[config.mk]
export PLATFORM = sky130hd
export DESIGN_NAME = ascs_top
export DESIGN_NICKNAME = d
export VERILOG_FILES = /design/src/ascs_pkg.sv /design/src/ascs_rx_if.sv /design/src/ascs_top.sv /design/src/ascs_brg.sv /design/src/ascs_rx.sv
export SDC_FILE = /design/constraint.sdc
export NUM_CORES = 1
export LEC_CHECK = 0
export ABC_AREA = 1
export BUFFER_PORTS_ARGS = -buffer_cell sky130_fd_sc_hd__buf_4
export CORE_AREA = 2 2 124 126
export DETAILED_ROUTE_END_ITERATION = 6
export DIE_AREA = 0 0 126 128
export GPL_TIMING_DRIVEN = 0
export PLACE_DENSITY = 0.75
export SLEW_MARGIN = 10
export SYNTH_ARGS = -nofsm -noshare
export SYNTH_HDL_FRONTEND = slang
export SYNTH_SLANG_ARGS = --single-unit
[constraint.sdc]
create_clock -name clk_in -period 2.1 [get_ports clk_in]
set_clock_uncertainty 0.1 [all_clocks]
set_input_delay 0.105 -clock clk_in [delete_from_list [all_inputs] [get_ports clk_in]]
set_output_delay 0.105 -clock clk_in [all_outputs]
set_load 0.02 [all_outputs]
[src/ascs_pkg.sv]
// constants, types and helpers shared by the serial channel design
package ascs_pkg;
	localparam int DATA_W = 16;
	localparam int ADDR_W = 3;

	// register offsets
	localparam logic [2:0] OFS_CTRL  = 3'h0;
	localparam logic [2:0] OFS_BAUD  = 3'h1;
	localparam logic [2:0] OFS_TXD   = 3'h2;
	localparam logic [2:0] OFS_RXD   = 3'h3;
	localparam logic [2:0] OFS_STAT  = 3'h4;
	localparam logic [2:0] OFS_MASK  = 3'h5;
	localparam logic [2:0] OFS_STATE = 3'h6;

	// control field positions (mode occupies bits 1:0)
	localparam int CTL_STOP2     = 2;
	localparam int CTL_PAR_EN    = 3;
	localparam int CTL_PAR_ODD   = 4;
	localparam int CTL_FRM_CHK   = 5;
	localparam int CTL_LOOP      = 6;
	localparam int CTL_REN       = 7;
	localparam int CTL_WAKE_ONLY = 8;

	// status / mask bit positions
	localparam int ST_TBE  = 0;
	localparam int ST_TC   = 1;
	localparam int ST_RX   = 2;
	localparam int ST_PERR = 3;
	localparam int ST_FERR = 4;
	localparam int ST_OERR = 5;
	localparam int ST_W    = 6;

	// reset values
	localparam logic [15:0] CTRL_RST = 16'h0000;
	localparam logic [15:0] BAUD_RST = 16'h0000;
	localparam logic [5:0]  MASK_RST = 6'h00;
	localparam logic [5:0]  STAT_RST = 6'h00;

	// bit timing in baud ticks
	localparam logic [3:0] OVS_MID   = 4'h7;
	localparam logic [3:0] OVS_LAST  = 4'hf;
	localparam logic [2:0] SYNC_LAST = 3'h7;

	typedef enum logic [1:0] {ASCS_SYNC, ASCS_A8, ASCS_A9, ASCS_A8W} ascs_mode_e;

	// parity over 8 or 9 data bits, even unless odd is set
	function automatic logic ascs_parity(input logic [8:0] d, input logic nine, input logic odd);
		return (^d[7:0]) ^ (nine & d[8]) ^ odd;
	endfunction

	// data bits plus ninth bit plus parity bit of an asynchronous frame
	function automatic logic [3:0] ascs_nbits(input ascs_mode_e m, input logic par_en);
		return 4'h8 + {3'h0, m != ASCS_A8} + {3'h0, par_en};
	endfunction
endpackage

[src/ascs_rx_if.sv]
// link between the channel core and its asynchronous receiver
`timescale 1ns/10ps
`default_nettype none
interface ascs_rx_if;
	logic       tick;
	logic       rxd;
	logic       en;
	logic [3:0] nbits;
	logic       nine;
	logic       par_odd;
	logic       done;
	logic [8:0] data;
	logic       perr;
	logic       ferr;

	modport ctl (output tick, rxd, en, nbits, nine, par_odd, input done, data, perr, ferr);
	modport rcv (input tick, rxd, en, nbits, nine, par_odd, output done, data, perr, ferr);
endinterface
`default_nettype wire

[src/ascs_top.sv]
// asynchronous / synchronous serial channel with register port and interrupts
//
// Implementation choices: the address map and the strobed register port.
`timescale 1ns/10ps
`default_nettype none
// Operation
// async transmit and receive run concurrently
// sync mode sends or receives, not both; with loopback set, a sync transfer both sends and receives the byte
// programmable baud generator from system clock
// four interrupt requests: transmit, complete, receive, error
// start bit, 8/9 data, 1/2 stops
// wake-up bit marks address frames
// sync moves 8-bit bytes, clock driven out
// least significant bit shifted first
// loopback routes transmit back to receiver
// parity generated on send, checked on receive
// missing stop bit flags framing error
// unread buffer at new arrival flags overrun
// line idles high, start low, stops high
// software reads/writes buffers in time
module ascs_top
	import ascs_pkg::*;
(
	// clock and reset
	input  wire logic              clk_in,
	input  wire logic              arst_n_in,
	// register port
	input  wire logic [ADDR_W-1:0] addr_in,
	input  wire logic [DATA_W-1:0] wdata_in,
	input  wire logic              wr_in,
	input  wire logic              rd_in,
	output logic      [DATA_W-1:0] rdata_out,
	// serial pins
	input  wire logic              rxd_in,
	output logic                   txd_out,
	output logic                   sclk_out,
	// interrupts
	output logic      [3:0]        irq_vec_out,
	output logic                   irq_out
);
	typedef enum {TX_IDLE, TX_SHIFT} ascs_tx_e;
	typedef enum {SY_IDLE, SY_LOW, SY_HIGH} ascs_sy_e;

	ascs_rx_if rx ();

	// registers
	logic [15:0] ctrl_r;
	logic [15:0] ctrl_nxt;
	logic [15:0] baud_r;
	logic [15:0] baud_nxt;
	logic [5:0]  mask_r;
	logic [5:0]  mask_nxt;
	logic [5:0]  st_r;
	logic [5:0]  st_nxt;
	logic [8:0]  tbuf_r;
	logic [8:0]  tbuf_nxt;
	logic        tbuf_full_r;
	logic        tbuf_full_nxt;
	logic [8:0]  rbuf_r;
	logic [8:0]  rbuf_nxt;
	logic        rx_full_r;
	logic        rx_full_nxt;
	logic [15:0] rdata_r;
	logic [15:0] rdata_nxt;
	logic        rxd_s1_r;
	logic        rxd_s2_r;
	// async transmitter
	ascs_tx_e    tx_st_r;
	ascs_tx_e    tx_st_nxt;
	logic [12:0] tx_sh_r;
	logic [12:0] tx_sh_nxt;
	logic [3:0]  tx_left_r;
	logic [3:0]  tx_left_nxt;
	logic [3:0]  tx_tcnt_r;
	logic [3:0]  tx_tcnt_nxt;
	logic        txd_r;
	logic        txd_nxt;
	// sync engine
	ascs_sy_e    sy_st_r;
	ascs_sy_e    sy_st_nxt;
	logic [7:0]  sy_sh_r;
	logic [7:0]  sy_sh_nxt;
	logic [2:0]  sy_cnt_r;
	logic [2:0]  sy_cnt_nxt;
	logic        sy_rx_r;
	logic        sy_rx_nxt;
	logic        sy_dout_r;
	logic        sy_dout_nxt;
	logic        sclk_r;
	logic        sclk_nxt;
	// events and decode
	ascs_mode_e  mode;
	logic        tick;
	logic        is_sync;
	logic        loop;
	logic        tx_load;
	logic        tx_done;
	logic        sy_load;
	logic        sy_rstart;
	logic        sy_done;
	logic        rx_accept;
	logic        rx_ev;
	logic [8:0]  rx_word;
	logic        rd_rxd;
	logic [5:0]  st_set;
	logic [5:0]  st_clr;
	logic [5:0]  st_act;
	logic [12:0] frame;
	logic [3:0]  nb;
	logic        par_bit;

	assign mode    = ascs_mode_e'(ctrl_r[1:0]);
	assign is_sync = (mode == ASCS_SYNC);
	assign loop    = ctrl_r[CTL_LOOP];
	assign nb      = ascs_nbits(mode, ctrl_r[CTL_PAR_EN]);

	ascs_brg u_brg (
		.clk_in    (clk_in),
		.arst_n_in (arst_n_in),
		.reload_in (baud_r),
		.tick_out  (tick)
	);

	// receiver has its own state machine so it never waits on the sender
	assign rx.tick    = tick;
	assign rx.rxd     = loop ? txd_r : rxd_s2_r;
	assign rx.en      = !is_sync && ctrl_r[CTL_REN];
	assign rx.nbits   = nb;
	assign rx.nine    = (mode != ASCS_A8);
	assign rx.par_odd = ctrl_r[CTL_PAR_ODD];

	ascs_rx u_rx (
		.clk_in    (clk_in),
		.arst_n_in (arst_n_in),
		.rx        (rx)
	);

	// async frame image, shifted out from bit 0
	always_comb begin
		par_bit = ascs_parity(tbuf_r, mode != ASCS_A8, ctrl_r[CTL_PAR_ODD]);
		frame   = '1;
		frame[0] = 1'b0;
		frame[8:1] = tbuf_r[7:0];
		if (mode != ASCS_A8) begin
			frame[9] = tbuf_r[8];
		end
		if (ctrl_r[CTL_PAR_EN]) begin
			frame[nb] = par_bit;
		end
	end

	// async transmitter
	always_comb begin
		tx_load     = (tx_st_r == TX_IDLE) && tbuf_full_r && !is_sync;
		tx_done     = 1'b0;
		tx_st_nxt   = tx_st_r;
		tx_sh_nxt   = tx_sh_r;
		tx_left_nxt = tx_left_r;
		tx_tcnt_nxt = tx_tcnt_r;
		txd_nxt     = txd_r;
		case (tx_st_r)
			TX_IDLE: begin
				txd_nxt = 1'b1;
				if (tx_load) begin
					txd_nxt     = frame[0];
					tx_sh_nxt   = frame >> 1;
					tx_left_nxt = nb + (ctrl_r[CTL_STOP2] ? 4'h2 : 4'h1);
					tx_tcnt_nxt = 4'h0;
					tx_st_nxt   = TX_SHIFT;
				end
			end
			TX_SHIFT: begin
				if (tick) begin
					tx_tcnt_nxt = tx_tcnt_r + 4'h1;
					if (tx_tcnt_r == OVS_LAST) begin
						if (tx_left_r == 4'h0) begin
							tx_st_nxt = TX_IDLE;
							tx_done   = 1'b1;
							txd_nxt   = 1'b1;
						end else begin
							txd_nxt     = tx_sh_r[0];
							tx_sh_nxt   = {1'b1, tx_sh_r[12:1]};
							tx_left_nxt = tx_left_r - 4'h1;
						end
					end
				end
			end
			default: tx_st_nxt = TX_IDLE;
		endcase
	end

	// sync engine: data changes on falling, samples on rising shift clock
	always_comb begin
		sy_load     = (sy_st_r == SY_IDLE) && is_sync && tbuf_full_r;
		sy_rstart   = (sy_st_r == SY_IDLE) && is_sync && !tbuf_full_r && ctrl_r[CTL_REN];
		sy_done     = 1'b0;
		sy_st_nxt   = sy_st_r;
		sy_sh_nxt   = sy_sh_r;
		sy_cnt_nxt  = sy_cnt_r;
		sy_rx_nxt   = sy_rx_r;
		sy_dout_nxt = sy_dout_r;
		sclk_nxt    = sclk_r;
		case (sy_st_r)
			SY_IDLE: begin
				sclk_nxt    = 1'b1;
				sy_dout_nxt = 1'b1;
				if (sy_load || sy_rstart) begin
					sy_rx_nxt   = sy_rstart;
					sy_sh_nxt   = tbuf_r[7:0];
					sy_dout_nxt = sy_rstart ? 1'b1 : tbuf_r[0];
					sy_cnt_nxt  = 3'h0;
					sclk_nxt    = 1'b0;
					sy_st_nxt   = SY_LOW;
				end
			end
			SY_LOW: begin
				if (tick) begin
					sclk_nxt  = 1'b1;
					sy_sh_nxt = {loop ? sy_dout_r : rxd_s2_r, sy_sh_r[7:1]};
					sy_st_nxt = SY_HIGH;
				end
			end
			SY_HIGH: begin
				if (tick) begin
					if (sy_cnt_r == SYNC_LAST) begin
						sy_done     = 1'b1;
						sy_dout_nxt = 1'b1;
						sy_st_nxt   = SY_IDLE;
					end else begin
						sy_cnt_nxt  = sy_cnt_r + 3'h1;
						sclk_nxt    = 1'b0;
						sy_dout_nxt = sy_rx_r ? 1'b1 : sy_sh_r[0];
						sy_st_nxt   = SY_LOW;
					end
				end
			end
			default: sy_st_nxt = SY_IDLE;
		endcase
	end

	// registers, buffers and status
	always_comb begin
		rd_rxd    = rd_in && (addr_in == OFS_RXD);
		rx_accept = rx.done && (!ctrl_r[CTL_WAKE_ONLY] || mode != ASCS_A8W || rx.data[8]);
		rx_ev     = (!is_sync && rx_accept) || (sy_done && (sy_rx_r || loop));
		rx_word   = is_sync ? {1'b0, sy_sh_r} : rx.data;
		st_set    = 6'h00;
		st_set[ST_TBE]  = tx_load || sy_load;
		st_set[ST_TC]   = tx_done || (sy_done && !sy_rx_r);
		st_set[ST_RX]   = rx_ev;
		st_set[ST_PERR] = !is_sync && rx_accept && ctrl_r[CTL_PAR_EN] && rx.perr;
		st_set[ST_FERR] = !is_sync && rx_accept && ctrl_r[CTL_FRM_CHK] && rx.ferr;
		st_set[ST_OERR] = rx_ev && rx_full_r && !rd_rxd;
		st_clr    = (wr_in && addr_in == OFS_STAT) ? wdata_in[ST_W-1:0] : 6'h00;
		st_nxt    = (st_r & ~st_clr) | st_set;
		ctrl_nxt  = ctrl_r;
		baud_nxt  = baud_r;
		mask_nxt  = mask_r;
		tbuf_nxt  = tbuf_r;
		tbuf_full_nxt = tbuf_full_r && !(tx_load || sy_load);
		rbuf_nxt  = rbuf_r;
		rx_full_nxt = rx_full_r && !rd_rxd;
		if (sy_done && sy_rx_r) begin
			ctrl_nxt[CTL_REN] = 1'b0;
		end
		if (wr_in) begin
			case (addr_in)
				OFS_CTRL: ctrl_nxt = wdata_in;
				OFS_BAUD: baud_nxt = wdata_in;
				OFS_MASK: mask_nxt = wdata_in[ST_W-1:0];
				OFS_TXD: begin
					tbuf_nxt      = wdata_in[8:0];
					tbuf_full_nxt = 1'b1;
				end
				default: ;
			endcase
		end
		if (rx_ev) begin
			rbuf_nxt    = rx_word;
			rx_full_nxt = 1'b1;
		end
		rdata_nxt = 16'h0000;
		if (rd_in) begin
			case (addr_in)
				OFS_CTRL:  rdata_nxt = ctrl_r;
				OFS_BAUD:  rdata_nxt = baud_r;
				OFS_TXD:   rdata_nxt = {7'h00, tbuf_r};
				OFS_RXD:   rdata_nxt = {7'h00, rbuf_r};
				OFS_STAT:  rdata_nxt = {10'h000, st_r};
				OFS_MASK:  rdata_nxt = {10'h000, mask_r};
				OFS_STATE: rdata_nxt = {12'h000, tbuf_full_r, rx_full_r, tx_st_r != TX_IDLE, sy_st_r != SY_IDLE};
				default:   rdata_nxt = 16'h0000;
			endcase
		end
	end

	always_ff @(posedge clk_in or negedge arst_n_in) begin
		if (!arst_n_in) begin
			ctrl_r      <= CTRL_RST;
			baud_r      <= BAUD_RST;
			mask_r      <= MASK_RST;
			st_r        <= STAT_RST;
			tbuf_r      <= 9'h000;
			tbuf_full_r <= 1'b0;
			rbuf_r      <= 9'h000;
			rx_full_r   <= 1'b0;
			rdata_r     <= 16'h0000;
			rxd_s1_r    <= 1'b1;
			rxd_s2_r    <= 1'b1;
			tx_st_r     <= TX_IDLE;
			tx_sh_r     <= 13'h1fff;
			tx_left_r   <= 4'h0;
			tx_tcnt_r   <= 4'h0;
			txd_r       <= 1'b1;
			sy_st_r     <= SY_IDLE;
			sy_sh_r     <= 8'h00;
			sy_cnt_r    <= 3'h0;
			sy_rx_r     <= 1'b0;
			sy_dout_r   <= 1'b1;
			sclk_r      <= 1'b1;
		end else begin
			ctrl_r      <= ctrl_nxt;
			baud_r      <= baud_nxt;
			mask_r      <= mask_nxt;
			st_r        <= st_nxt;
			tbuf_r      <= tbuf_nxt;
			tbuf_full_r <= tbuf_full_nxt;
			rbuf_r      <= rbuf_nxt;
			rx_full_r   <= rx_full_nxt;
			rdata_r     <= rdata_nxt;
			rxd_s1_r    <= rxd_in;
			rxd_s2_r    <= rxd_s1_r;
			tx_st_r     <= tx_st_nxt;
			tx_sh_r     <= tx_sh_nxt;
			tx_left_r   <= tx_left_nxt;
			tx_tcnt_r   <= tx_tcnt_nxt;
			txd_r       <= txd_nxt;
			sy_st_r     <= sy_st_nxt;
			sy_sh_r     <= sy_sh_nxt;
			sy_cnt_r    <= sy_cnt_nxt;
			sy_rx_r     <= sy_rx_nxt;
			sy_dout_r   <= sy_dout_nxt;
			sclk_r      <= sclk_nxt;
		end
	end

	assign st_act         = st_r & mask_r;
	assign irq_vec_out[0] = st_act[ST_TBE];
	assign irq_vec_out[1] = st_act[ST_TC];
	assign irq_vec_out[2] = st_act[ST_RX];
	assign irq_vec_out[3] = |st_act[ST_OERR:ST_PERR];
	assign irq_out        = |irq_vec_out;
	assign rdata_out      = rdata_r;
	assign txd_out        = is_sync ? sy_dout_r : txd_r;
	assign sclk_out       = sclk_r;
endmodule
`default_nettype wire

[src/ascs_brg.sv]
// baud rate tick generator, one tick every reload+1 clocks
`timescale 1ns/10ps
`default_nettype none
module ascs_brg (
	// clock and reset
	input  wire logic        clk_in,
	input  wire logic        arst_n_in,
	// control
	input  wire logic [15:0] reload_in,
	// tick
	output logic             tick_out
);
	logic [15:0] cnt_r;
	logic [15:0] cnt_nxt;
	logic        tick_r;
	logic        tick_nxt;

	always_comb begin
		tick_nxt = 1'b0;
		cnt_nxt  = cnt_r - 16'h0001;
		if (cnt_r == 16'h0000) begin
			tick_nxt = 1'b1;
			cnt_nxt  = reload_in;
		end
	end

	always_ff @(posedge clk_in or negedge arst_n_in) begin
		if (!arst_n_in) begin
			cnt_r  <= 16'h0000;
			tick_r <= 1'b0;
		end else begin
			cnt_r  <= cnt_nxt;
			tick_r <= tick_nxt;
		end
	end

	assign tick_out = tick_r;
endmodule
`default_nettype wire

[src/ascs_rx.sv]
// asynchronous receiver, 16 ticks per bit, samples mid bit
`timescale 1ns/10ps
`default_nettype none
module ascs_rx
	import ascs_pkg::*;
(
	// clock and reset
	input  wire logic clk_in,
	input  wire logic arst_n_in,
	// core link
	ascs_rx_if.rcv    rx
);
	typedef enum {R_IDLE, R_START, R_DATA, R_STOP} ascs_rst_e;

	ascs_rst_e  st_r;
	ascs_rst_e  st_nxt;
	logic [3:0] tcnt_r;
	logic [3:0] tcnt_nxt;
	logic [3:0] bcnt_r;
	logic [3:0] bcnt_nxt;
	logic [9:0] sh_r;
	logic [9:0] sh_nxt;
	logic       done_r;
	logic       done_nxt;
	logic       ferr_r;
	logic       ferr_nxt;

	always_comb begin
		st_nxt   = st_r;
		tcnt_nxt = tcnt_r;
		bcnt_nxt = bcnt_r;
		sh_nxt   = sh_r;
		done_nxt = 1'b0;
		ferr_nxt = ferr_r;
		case (st_r)
			R_IDLE: begin
				if (rx.en && !rx.rxd) begin
					st_nxt   = R_START;
					tcnt_nxt = 4'h0;
				end
			end
			R_START: begin
				if (rx.tick) begin
					tcnt_nxt = tcnt_r + 4'h1;
					if (tcnt_r == OVS_MID) begin
						// glitch shorter than half a bit is not a start
						st_nxt   = rx.rxd ? R_IDLE : R_DATA;
						tcnt_nxt = 4'h0;
						bcnt_nxt = 4'h0;
						sh_nxt   = 10'h3ff;
					end
				end
			end
			R_DATA: begin
				if (rx.tick) begin
					tcnt_nxt = tcnt_r + 4'h1;
					if (tcnt_r == OVS_LAST) begin
						sh_nxt[bcnt_r] = rx.rxd;
						bcnt_nxt       = bcnt_r + 4'h1;
						if (bcnt_r == rx.nbits - 4'h1) begin
							st_nxt = R_STOP;
						end
					end
				end
			end
			R_STOP: begin
				if (rx.tick) begin
					tcnt_nxt = tcnt_r + 4'h1;
					if (tcnt_r == OVS_LAST) begin
						done_nxt = 1'b1;
						ferr_nxt = !rx.rxd;
						st_nxt   = R_IDLE;
					end
				end
			end
			default: st_nxt = R_IDLE;
		endcase
	end

	always_ff @(posedge clk_in or negedge arst_n_in) begin
		if (!arst_n_in) begin
			st_r   <= R_IDLE;
			tcnt_r <= 4'h0;
			bcnt_r <= 4'h0;
			sh_r   <= 10'h3ff;
			done_r <= 1'b0;
			ferr_r <= 1'b0;
		end else begin
			st_r   <= st_nxt;
			tcnt_r <= tcnt_nxt;
			bcnt_r <= bcnt_nxt;
			sh_r   <= sh_nxt;
			done_r <= done_nxt;
			ferr_r <= ferr_nxt;
		end
	end

	assign rx.done = done_r;
	assign rx.data = rx.nine ? sh_r[8:0] : {1'b0, sh_r[7:0]};
	assign rx.perr = ascs_parity(rx.data, rx.nine, rx.par_odd) != (rx.nine ? sh_r[9] : sh_r[8]);
	assign rx.ferr = ferr_r;
endmodule
`default_nettype wire

### Yosys cells after proc, flatten, opt, wreduce, memory -nomap -nowiden

Cells that the tools add are included.

| word-level totals | value |
|---|---|
| logic and storage cells | 279 |
| register bits after elaboration | 251 |
| output and inout port bits | 23 |
| input port bits | 24 |

| operators by class | value |
|---|---|
| add/subtract/negate cells | 10 |
| reduce and logical (&&, ||, !) cells | 79 |
| mux-type cells | 107 |
| $lt $le $gt $ge | 4 |
| equality and inequality tests | 38 |
| bitwise gates (word level) | 10 |

Operators by type and width:

| kind | count |
|---|---|
| $mux W32 | 15 |
| $logic_not A32 Y1 | 5 |
| $pmux W32 S4 | 1 |
| $pmux W16 S7 | 1 |
| $eq A32 B1 Y1 const B | 3 |
| $eq A32 B2 Y1 const B | 3 |
| $pmux W32 S3 | 1 |
| $mux W13 | 5 |
| $pmux W32 S2 | 1 |
| $reduce_bool A32 Y1 | 2 |
| $mux W4 | 14 |
| $mux W10 | 4 |
| $mux W1 | 36 |
| $mux W16 | 2 |
| $mux W8 | 4 |
| $pmux W13 S2 | 1 |
| $logic_and A1 B1 Y1 | 25 |
| $pmux W4 S2 | 3 |
| $ne A2 B1 Y1 const B | 10 |
| $ne A2 B2 Y1 const B | 10 |
| $pmux W10 S2 | 1 |
| $mux W9 | 2 |
| $logic_not A16 Y1 | 1 |
| $pmux W8 S2 | 1 |
| 47 further kinds | 97 |

### Longest topological paths before layout

Gate-level depths: netlist of the first run.

| depth | value |
|---|---|
| depth after elaboration | 11 |
| mapped depth | 12 |
| gate-level depth less buffers | 12 |

### Hierarchy

A second synthesis of the first run with hierarchy kept.

| unflattened totals | value |
|---|---|
| cells, all modules | 1,118 |
| area total of the unflattened synthesis | 8,754.6 um^2 |

Modules (own cells, without submodules):

| module | area each (um^2) | seq. area each (um^2) | cells each | times used |
|---|---|---|---|---|
| ascs_top | 5,935.7 | 3,050.4 | 696 | 1 |
| ascs_rx | 1,735.4 | 563.0 | 268 | 1 |
| ascs_brg | 1,083.5 | 425.4 | 154 | 1 |

### Worst setup path before layout of the first run

No wires, ideal clock.

| timing | value |
|---|---|
| path type | register -> register |
| from | reg ctrl_r[1] |
| to | reg tx_left_r[1] |
| required time | 1.877 ns |
| buffers on the path | 0 |
| stages on the path, launching flop included | 11 |
| setup slack | 0.032 ns |
| setup time | 0.123 ns |
| clock period less this slack | 2.068 ns |
| arrival time | 1.844 ns |
| path through | dfrtp_1 inv_1 nand2_1 inv_1 ha_1 ha_1 inv_1 fa_1 nand2_1 o21ai_0 a21oi_1 |

| on the way | value |
|---|---|
| cells in the longest elaborated chain, start to end | 6 |
| elaborated cells between the ends (all ways) | 11 |
| classes of those cells | add/sub: 3; eq/ne: 2; mux: 2; reduce/logical: 4 |

Ends and longest elaborated chain:

| element | RTL line | source |
|---|---|---|
| from (decl) | ascs_top.sv:47 | `logic [15:0] ctrl_r;` |
| from (signal assigned) | ascs_top.sv:322 | `ctrl_r <= ctrl_nxt;` |
| $ne A2 B1 Y1 | ascs_pkg.sv:53 | `return 4'h8 + {3'h0, m != ASCS_A8} + {3'h0, par_en};` |
| $add A4 B1 Y4 (2 in series) | ascs_pkg.sv:53 |  |
| $add A4 B2 Y4 | ascs_top.sv:167 | `tx_left_nxt = nb + (ctrl_r[CTL_STOP2] ? 4'h2 : 4'h1);` |
| $mux W4 | ascs_top.sv:164 | `if (tx_load) begin` |
| $pmux W4 S2 | ascs_top.sv:161 | `case (tx_st_r)` |
| to (signal assigned) | ascs_top.sv:335 | `tx_left_r <= tx_left_nxt;` |
| to (decl) | ascs_top.sv:72 | `logic [3:0] tx_left_r;` |

Several ways; a longest one is shown, not always the timed one. The select of a mux whose other input is x is not followed.
A chain may end at the register's enable or synchronous reset.

### Worst setup path after layout of the first run

Same ends and word-level chain as after synthesis.

==> results of run 1 <==
-- metrics by stage --
stage	instance area, µm²	power, W
2_1_floorplan	8040	0.00647
3_3_place_gp	8620	0.00725
3_5_place_dp	8650	0.00737
4_1_cts	9430	0.0104
5_1_grt	9480	0.0111
6_report	9480	0.0104
-- kinds of logic (layout without fill, tap and decap cells) --
family                   count (synthesis)  count (layout)  share of synthesized area, %
AND/OR/NAND/NOR                        428             428                          22.2
buffers and inverters                  139             244                          6.87
multiplexers                             2               2                         0.280
AO/OA/AOI/OAI                          220             220                          15.2
XOR/XNOR                                20              20                          2.18
flip-flops                             160             160                          50.3
adder cells (fa/ha/maj)                 19              19                          3.05
-- tightest hold or removal path, cell delays in order --
cell and delay [ns]:
buf_4 0.11, nand3_1 0.07, nand3_1 0.08, nor3_1 0.05
nor2_1 0.10
-- timing repair --
action                     in CTS  in global routing
pin swaps                       0                  3
cloned                          0                  0
resized for setup               7                  9
hold buffers                   20                  0
hold endpoints to repair      164                  0
setup endpoints to repair       4                  8
buffers inserted                1                  5
-- path summary, 6_finish.rpt --
check / slack [ns] / depth (start not counted) / endpoint / startpoint
max: 0.04 / 10 / tx_left_r[1]$_DFFE_PN0P_ / ctrl_r[1]$_DFFE_PN0P_
min: 0.03 / 5 / rdata_out[2]$_DFF_PN0_ / addr_in[2]
max reg2reg: 0.04 / 10 / tx_left_r[1]$_DFFE_PN0P_ / ctrl_r[1]$_DFFE_PN0P_
min reg2reg: 0.26 / 0 / rxd_s2_r$_DFF_PN1_ / rxd_s1_r$_DFF_PN1_
max in group asynchronous: 0.95 / 3 / txd_r$_DFFE_PN1P_ / arst_n_in
min in group asynchronous: 0.08 / 2 / u_brg.cnt_r[12]$_DFF_PN0_ / arst_n_in
-- report_power, final --
part | total, W | internal (W) | switching, W
sequential | 0.00447 | 0.00387 | 0.000599
clock | 0.00291 | 0.00164 | 0.00127
combinational | 0.00302 | 0.00113 | 0.00188
-- area by class of cell --
| type | instances | share of cell area (%) |
|---|---|---|
| Buffer | 21 | 1.17 |
| Clock buffer | 20 | 4.61 |
| Clock inverter | 12 | 1.16 |
| Inverter | 118 | 4.71 |
| Multi-Input combinational cell | 689 | 36.7 |
| Sequential cell | 160 | 42.6 |
| Tap cell | 188 | 2.48 |
| Timing Repair Buffer | 73 | 6.60 |
-- synth_stat cells, types with 7 or more instances --
cell / instances
o21ai_1: 13
o21ai_0: 108
nor2_2: 7
inv_2: 7
a31oi_1: 12
dfrtp_1: 132
a21oi_1: 44
nand2_1: 252
nand3_1: 30
clkbuf_1: 11
nor3_1: 12
xnor2_1: 8
o22ai_1: 15
inv_1: 109
o211ai_1: 8
ha_1: 18
dfstp_2: 28
nor2_1: 106
xor2_1: 12
-- metal layers --
metal / GRT usage, % / share of wire (%)
met5: 0 / 0
met4: 8.40 / 2.3
met3: 6.51 / 7.6
met2: 40.4 / 46
met1: 37.0 / 44
-- flip-flops by register name, indices dropped and copies added, names as in the netlist, 2 cells and up --
register / cells
baud_r: 16
ctrl_r: 16
rdata_out: 16
u_brg.cnt_r: 16
tx_sh_r: 13
u_rx.sh_r: 10
rbuf_r: 9
tbuf_r: 9
sy_sh_r: 8
mask_r: 6
st_r: 6
tx_left_r: 4
tx_tcnt_r: 4
u_rx.bcnt_r: 4
u_rx.tcnt_r: 4
sy_cnt_r: 3
sy_st_r: 2
u_rx.st_r: 2
==> metrics.md, run 1 <==
| Metric | Value |
|---|---|
| Status | `finished, final reports clean` |
| TritonCTS buffer count | `17` |
| Vias in the first global route | `6538` |
| Number of synthesized flops with an enable pin | `0` |
| Critical path type | `reg2reg` |
| Max-cap violations | `0` |
| Gpl congestion | `0.947` |
| Pwr dens | `1100 nW/µm²` |
| Mapped Cells | `988` |
| Worst path max stage delay | `0.48 ns` |
| Clock sink count | `160` |
| Seq/Total Area, Yosys | `50.3%` |
| Height of the die | `128 µm` |
| WP buf/inv | `3` |
| Setup slack after layout | `0.0403 ns` |
| Fraction of layout cells with a size suffix above 1 | `14.7%` |
| Setup violators final | `0` |
| Crit path cell chain | `inv_2, nand2_4, inv_4, ha_4, ha_1, inv_1, fa_1, nand2_1, o21ai_1, a21oi_1` |
| Rel. slew slack | `61.5%` |
| Arrival @ worst endpoint | `2.27 ns` |
| Unique masters post-synth | `47` |
| Main synth FF type | `dfrtp_1` |
| Hpwl dp | `14.8 mm` |
| CP Capture Type | `register` |
| DRT Pass-1 Iters | `5` |
| Synth warn | `0` |
| Setup TNS | `0 ns` |
| Synth Register Bits | `160` |
| CORE AREA | `14900 µm²` |
| Global-route wire length before repair | `33.3 mm` |
| Sequential Area | `4040 µm²` |
| Most frequent cells in the layout | `nand2_1 (251), dfrtp_1 (131), inv_1 (107), o21ai_0 (107), nor2_1 (105)` |
| Lkg Pwr | `4.65 nW` |
| Worst hold path type | `in2reg` |
| Antenna violations before repair | `0` |
| Worst Tran Pin Value | `0.577 ns` |
| Pin count of the biggest net entering global routing | `105` |
| Crit-path leading delay family | `adder cells` |
| Syn avg cell area | `8.13 µm²` |
| Final WL | `20.5 mm` |
| Starting Density | `54.1%` |
| Crit path max fanout | `4` |
| Crit start category | `register` |
| Synth top area share | `41.1%` |
| Layout area overhead | `18.0%` |
| Multi-input gate area | `3470 µm²` |
| Max VDD drop | `0.000746 V` |
| Antenna Nets Post-Route | `0` |
| # placed instances | `1223` |
| FILL cells | `1253` |
| CTS tree | `done` |
| Final Cycle Share | `98.1%` |
| Clk pin slew, worst setup/hold paths | `0.06 ns` |
| Die Footprint | `16100 µm²` |
| DP Worst Slack | `-0.387 ns` |
| Non-filler cells in the finished layout | `1281` |
| Util after Layout | `63.8%` |
| IO Port Bufs | `46` |
| Die Width | `126 µm` |
| # IOs | `47` |
| GRT overflow | `0` |
| Total global-route track usage | `26.3%` |
| Post-Syn Area | `8040 µm²` |
| Clock latency on the worst-skew pair | `0.43 ns` |
| Post-synth ARST share | `100%` |
| Final min period | `2.06 ns` |
| Antenna Cells | `0` |
| DR vias | `7117` |
| Synth area leader | `dfrtp_1` |
| Htree depth | `4` |
| Critical Path RT | `2.31 ns` |
| Row count | `45` |
| Final hold violations | `0` |
| Vias per cell | `5.56` |
| Clock root buffer | `clkbuf_16` |
| Crit-path slowest cell | `fa_1` |
| Most common cell after layout, fill and taps aside | `nand2_1` |
| Main area contributors after synthesis | `dfrtp_1 (41%), nand2_1 (12%), dfstp_2 (9.2%), o21ai_0 (6.7%), inv_1 (5.1%)` |
| Layout Nets | `1123` |
| Fmax | `486 MHz` |
| Fin. max-slew vios | `0` |
| Initial detailed-routing violation count | `726` |
| # DRC | `0` |
| RSZ-0062 raised after global routing | `yes` |
| Clock buffer depth | `2` |
| Routed wire per std cell | `16.0 µm` |
| Syn Nets | `1031` |
| Worst hold slack | `0.0326 ns` |
(Power assumes the default switching activity.)
==> run 2: changes to the inputs <==
Settings changed: CORE_AREA 2 2 124 126 to 4 4 126 128, DIE_AREA 0 0 126 128 to 0 0 130 132.
==> metrics.md, run 2 (synthesis results as in run 1) <==
| Metric | Value |
|---|---|
| R2r setup slk | `0.04 ns` |
| Final hold violations | `0` |
| Worst Tran Pin Value | `0.576 ns` |
| Gpl congestion | `0.911` |
| Util after Layout | `64.0%` |
| Critical Path RT | `2.35 ns` |
| Final WL | `20.5 mm` |
| Hold path cells | `5` |
| GRT overflow | `0` |
| Clock latency on the worst-skew pair | `0.43 ns` |
| CP Capture Type | `register` |
| Hpwl dp | `14.7 mm` |
| IO Port Bufs | `46` |
| Crit path cell chain | `inv_2, nand2_4, inv_2, ha_4, ha_1, inv_1, fa_1, nand2_1, o21ai_0, a21oi_1` |
| WP buf/inv | `3` |
| Multi-input gate area | `3470 µm²` |
| Clock sink count | `160` |
| Fin. max-slew vios | `0` |
| Clock root buffer | `clkbuf_16` |
| Clock buffer depth | `2` |
| Antenna Nets Post-Route | `0` |
| CORE AREA | `14900 µm²` |
| Met3 WL | `1.47 mm` |
| Global-route wire length before repair | `33.7 mm` |
| Height of the die | `132 µm` |
| Reg2Reg Depth | `10` |
| Total global-route track usage | `25.1%` |
| Final min period | `2.06 ns` |
| Most common cell after layout, fill and taps aside | `nand2_1` |
| Sequential Area | `4040 µm²` |
| Comb pwr share | `28.7%` |
| # IOs | `47` |
| Worst hold path endpoint | `rdata_out[2]$_DFF_PN0_` |
| Row count | `45` |
| Die Footprint | `17200 µm²` |
| Crit path max fanout | `7` |
| Reg-to-reg startpoint | `ctrl_r[1]$_DFFE_PN0P_` |
| Total power | `0.0106 W` |
| Most frequent cells in the layout | `nand2_1 (251), dfrtp_1 (131), o21ai_0 (108), inv_1 (107), nor2_1 (105)` |
| Rel. slew slack | `61.6%` |
| Clock Power Share | `29.2%` |
| Layout Nets | `1123` |
| Max VDD drop | `0.000856 V` |
| Int Pwr | `0.00690 W` |
| Metal2 WL | `9.56 mm` |
| Worst hold slack | `0.0528 ns` |
| Reg power frac | `42.1%` |
| Fraction of layout cells with a size suffix above 1 | `14.7%` |
| Antenna violations before repair | `0` |
| # DRC | `0` |
| Vias in the first global route | `6772` |
| Setup violators final | `0` |
| Worst hold path type | `in2reg` |
| NetSw | `0.00372 W` |
| Met1 WL | `8.96 mm` |
| Clk pin slew, worst setup/hold paths | `0.06 ns` |
| Critical path type | `reg2reg` |
| Reg-to-Reg End | `tx_left_r[1]$_DFFE_PN0P_` |
| Pin count of the biggest net entering global routing | `98` |
| CTS tree | `done` |
| Status | `finished, final reports clean` |
| DRT Pass-1 Iters | `5` |
| Sw Share | `35.0%` |
| Arrival @ worst endpoint | `2.31 ns` |
| Most frequent CP cell | `inv_2` |
| Pwr dens | `1120 nW/µm²` |
| Fmax | `485 MHz` |
| DR vias | `7059` |
| Starting Density | `54.1%` |
| Routed wire per std cell | `16.0 µm` |
| Layout area overhead | `18.5%` |
| TritonCTS buffer count | `17` |
| Final Cycle Share | `98.1%` |
| Area after DPL | `8650 µm²` |
| Lkg Pwr | `4.67 nW` |
| Max-cap violations | `0` |
| Post-route cell area | `9520 µm²` |
| Max layer used | `met4` |
| Worst path max stage delay | `0.43 ns` |
| Vias per cell | `5.51` |
| Crit start category | `register` |
| Worst hold start | `addr_in[2]` |
| Crit-path slowest cell | `dfrtp_1` |
| Die Width | `130 µm` |
| Crit-path leading delay family | `adder cells` |
| FILL cells | `1249` |
| Htree depth | `4` |
| Initial detailed-routing violation count | `669` |
| RSZ-0062 raised after global routing | `no` |
run 2: worst max-delay path by stage:
stage,cells past startpoint,slack [ns],start,endpoint
after floorplan,10,0.03,ctrl_r[1]$_DFFE_PN0P_,tx_left_r[1]$_DFFE_PN0P_
after global placement,10,-0.33,ctrl_r[1]$_DFFE_PN0P_,tx_left_r[1]$_DFFE_PN0P_
after detailed placement,10,-0.36,ctrl_r[1]$_DFFE_PN0P_,tx_left_r[1]$_DFFE_PN0P_
after CTS,10,-0.007,ctrl_r[1]$_DFFE_PN0P_,tx_left_r[1]$_DFFE_PN0P_
after global routing,10,0.009,ctrl_r[1]$_DFFE_PN0P_,tx_left_r[1]$_DFFE_PN0P_
final,10,0.04,ctrl_r[1]$_DFFE_PN0P_,tx_left_r[1]$_DFFE_PN0P_
run 2: power groups by stage:
stage / registers, W / logic, W / clock network (W)
detailed placement: 0.00449 / 0.00287 / 0
CTS: 0.00445 / 0.00299 / 0.00314
floorplan: 0.00435 / 0.00211 / 0
finish: 0.00447 / 0.00305 / 0.00310
global route: 0.00456 / 0.00348 / 0.00328
global placement: 0.00447 / 0.00278 / 0
run 2: repair_timing:
item	CTS	global route
endpoints found under the setup margin	4	15
setup buffers	2	4
hold endpoints to repair	117	0
hold buffers	20	0
resized for setup	7	3
pin swaps	0	1
run 2: per-stage QoR:
stage / setup slack [ns] / instances / TNS [ns]
4_1_cts: -0.00699 / 1277 / -0.00699
5_1_grt: 0.00908 / 1281 / 0
3_3_place_gp: -0.326 / 1222 / -0.665
6_report: 0.0402 / 1282 / 0
3_5_place_dp: -0.361 / 1223 / -0.719
2_1_floorplan: 0.0325 / 988 / 0
run 2: worst register-to-register path: stages (launching register included):
cell and delay, ns:
dfrtp_1 0.43, inv_2 0.08, nand2_4 0.11, inv_2 0.07, ha_4 0.24, ha_1 0.17, inv_1 0.07, fa_1 0.42
nand2_1 0.09, o21ai_0 0.07, a21oi_1 0.13
run 2: layer usage:
metal / vias up / track usage (%)
li1: 3424 / -
met1: 3342 / 35.1
met2: 258 / 38.7
met3: 35 / 6.48
met4: 0 / 7.39
met5: - / 0
run 2: layout make-up:
| cell class | count | share of cell area [%] |
|---|---|---|
| clock inverter | 9 | 1.10 |
| buffer | 21 | 1.14 |
| antenna | 1 | 0.0263 |
| inverter | 118 | 4.67 |
| tap | 188 | 2.47 |
| timing repair buffer | 73 | 6.57 |
| clock buffer | 23 | 5.13 |
| sequential | 160 | 42.4 |
| multi-input combinational | 689 | 36.5 |
==> run 3: changes to the inputs <==
Settings changed: CORE_AREA 4 4 126 128 to 4 4 135 137, DIE_AREA 0 0 130 132 to 0 0 139 141, PLACE_DENSITY 0.75 to 0.67.
==> metrics.md, run 3 (synthesis results as in run 1) <==
| Metric | Value |
|---|---|
| Fin. max-slew vios | `0` |
| Pin count of the biggest net entering global routing | `97` |
| Height of the die | `141 µm` |
| DP Worst Slack | `-0.362 ns` |
| Most common cell after layout, fill and taps aside | `nand2_1` |
| Crit-path slowest cell | `dfrtp_1` |
| Clock latency on the worst-skew pair | `0.43 ns` |
| Layout area overhead | `19.0%` |
| Pwr dens | `1100 nW/µm²` |
| RSZ-0062 raised after global routing | `no` |
| Lkg Pwr | `4.64 nW` |
| Max VDD drop | `0.000619 V` |
| Final min period | `1.98 ns` |
| Layout Nets | `1122` |
| FILL cells | `1586` |
| CP Capture Type | `register` |
| Crit path max fanout | `4` |
| Non-filler cells in the finished layout | `1317` |
| Int Pwr | `0.00671 W` |
| GRT overflow | `0` |
| Antenna Cells | `0` |
| Critical Path RT | `2.35 ns` |
| Worst Tran Pin Value | `0.553 ns` |
| Gpl congestion | `0.927` |
| Critical path type | `reg2reg` |
| Setup violators final | `0` |
| Worst hold path type | `in2reg` |
| Routed wire per std cell | `16.0 µm` |
| Htree depth | `4` |
| Clock Power Share | `29.0%` |
| Reg power frac | `42.5%` |
| Clock buffer depth | `2` |
| Status | `finished, final reports clean` |
| Row count | `48` |
| Worst path max stage delay | `0.42 ns` |
| IO Port Bufs | `46` |
| DR vias | `6989` |
| Arrival @ worst endpoint | `2.23 ns` |
| Rel. slew slack | `63.2%` |
| Clock sink count | `160` |
| Max-cap violations | `0` |
| # IOs | `47` |
| # placed instances | `1260` |
| Worst hold slack | `0.0757 ns` |
| Final hold violations | `0` |
| Global-route wire length before repair | `34.8 mm` |
| CTS tree | `done` |
| Fraction of layout cells with a size suffix above 1 | `14.8%` |
| Antenna Nets Post-Route | `0` |
| Initial detailed-routing violation count | `630` |
| Comb pwr share | `28.6%` |
| Die Width | `139 µm` |
| Vias per cell | `5.31` |
| Total global-route track usage | `22.1%` |
| Crit start category | `register` |
| TritonCTS buffer count | `17` |
| Crit-path leading delay family | `adder cells` |
| # DRC | `0` |
| Hpwl dp | `15.2 mm` |
| WP buf/inv | `2` |
| Starting Density | `47.1%` |
| Final WL | `21.1 mm` |
| Most frequent cells in the layout | `nand2_1 (251), dfrtp_1 (131), o21ai_0 (108), inv_1 (107), nor2_1 (105)` |
| Fmax | `506 MHz` |
| Clock root buffer | `clkbuf_16` |
| Final Cycle Share | `94.2%` |
| DRT Pass-1 Iters | `5` |
| Setup slack after layout | `0.122 ns` |
| Sw Share | `36.2%` |
| Vias in the first global route | `6792` |
| CORE AREA | `17100 µm²` |
| Antenna violations before repair | `0` |
| Crit path cell chain | `inv_1, ha_4, ha_1, inv_1, fa_1, nand2_1, o21ai_0, a21oi_1` |
| Die Footprint | `19600 µm²` |
| Most frequent CP cell | `inv_1` |
| Clk pin slew, worst setup/hold paths | `0.07 ns` |
| NetSw | `0.00380 W` |
## run 3: cell types whose count changed in the layout (fill, tap and decap cells not counted), moves of 2 or more
cell,delta
clkbuf_8,-4
clkinv_2,-2
clkinvlp_4,+5
clkbuf_1,-2
## run 3: through the flow
stage	instance area, µm²	util (%)	power (W)	TNS [ns]
after floorplan	8040	-	0.00647	0
after global placement	8660	50.8	0.00730	-3.17
after detailed placement	8700	51.0	0.00738	-0.706
after CTS	9520	55.8	0.0105	0
after global routing	9560	56.1	0.0113	0
final	9560	56.1	0.0105	0
## run 3: cell type report
class / count / area [µm²] / area share, %
Sequential cell: 160 / 4040 / 42.3
Multi-Input combinational cell: 689 / 3480 / 36.4
Timing Repair Buffer: 72 / 618 / 6.46
Clock buffer: 18 / 450 / 4.71
Inverter: 118 / 447 / 4.67
Tap cell: 225 / 282 / 2.94
Clock inverter: 14 / 131 / 1.37
Buffer: 21 / 109 / 1.14
## run 3: final timing paths
path,cells after the start,startpoint,slack (ns),end
hold / removal,5,addr_in[2],0.08,rdata_out[2]$_DFF_PN0_
hold reg to reg,0,rxd_s1_r$_DFF_PN1_,0.26,rxd_s2_r$_DFF_PN1_
setup / recovery,8,ctrl_r[3]$_DFFE_PN0P_,0.12,tx_left_r[1]$_DFFE_PN0P_
min in group asynchronous,2,arst_n_in,0.11,u_brg.cnt_r[13]$_DFF_PN0_
max in group asynchronous,3,arst_n_in,0.92,sy_dout_r$_DFFE_PN1P_
setup reg to reg,8,ctrl_r[3]$_DFFE_PN0P_,0.12,tx_left_r[1]$_DFFE_PN0P_
## run 3: per-layer routing
metal	up-vias	GRT usage, %	share of wire (%)
met5	-	0	0
met3	29	5.26	6.8
met1	3341	30.4	46
met4	0	7.26	2.1
met2	206	34.7	45
li1	3413	-	-
## run 3: power groups by stage
stage | Sequential (W) | Combinational [W] | Clock, W
finish | 0.00446 | 0.00300 | 0.00305
detailed placement | 0.00449 | 0.00289 | 0
global placement | 0.00449 | 0.00281 | 0
global route | 0.00454 | 0.00350 | 0.00323
CTS | 0.00445 | 0.00297 | 0.00310
floorplan | 0.00435 | 0.00211 | 0
## run 3: worst register-to-register path, stage by stage (launching register included)
cell,delay [ns]
dfrtp_1,0.42
inv_1,0.21
ha_4,0.25
ha_1,0.18
inv_1,0.06
fa_1,0.40
nand2_1,0.08
o21ai_0,0.08
a21oi_1,0.13
## run 3: timing repair
item,4_1_cts,5_1_grt
setup endpoints to repair,4,11
pin swaps,0,2
hold buffers,20,0
setup buffers,2,3
hold endpoints to repair,117,0
gates resized for setup,6,8
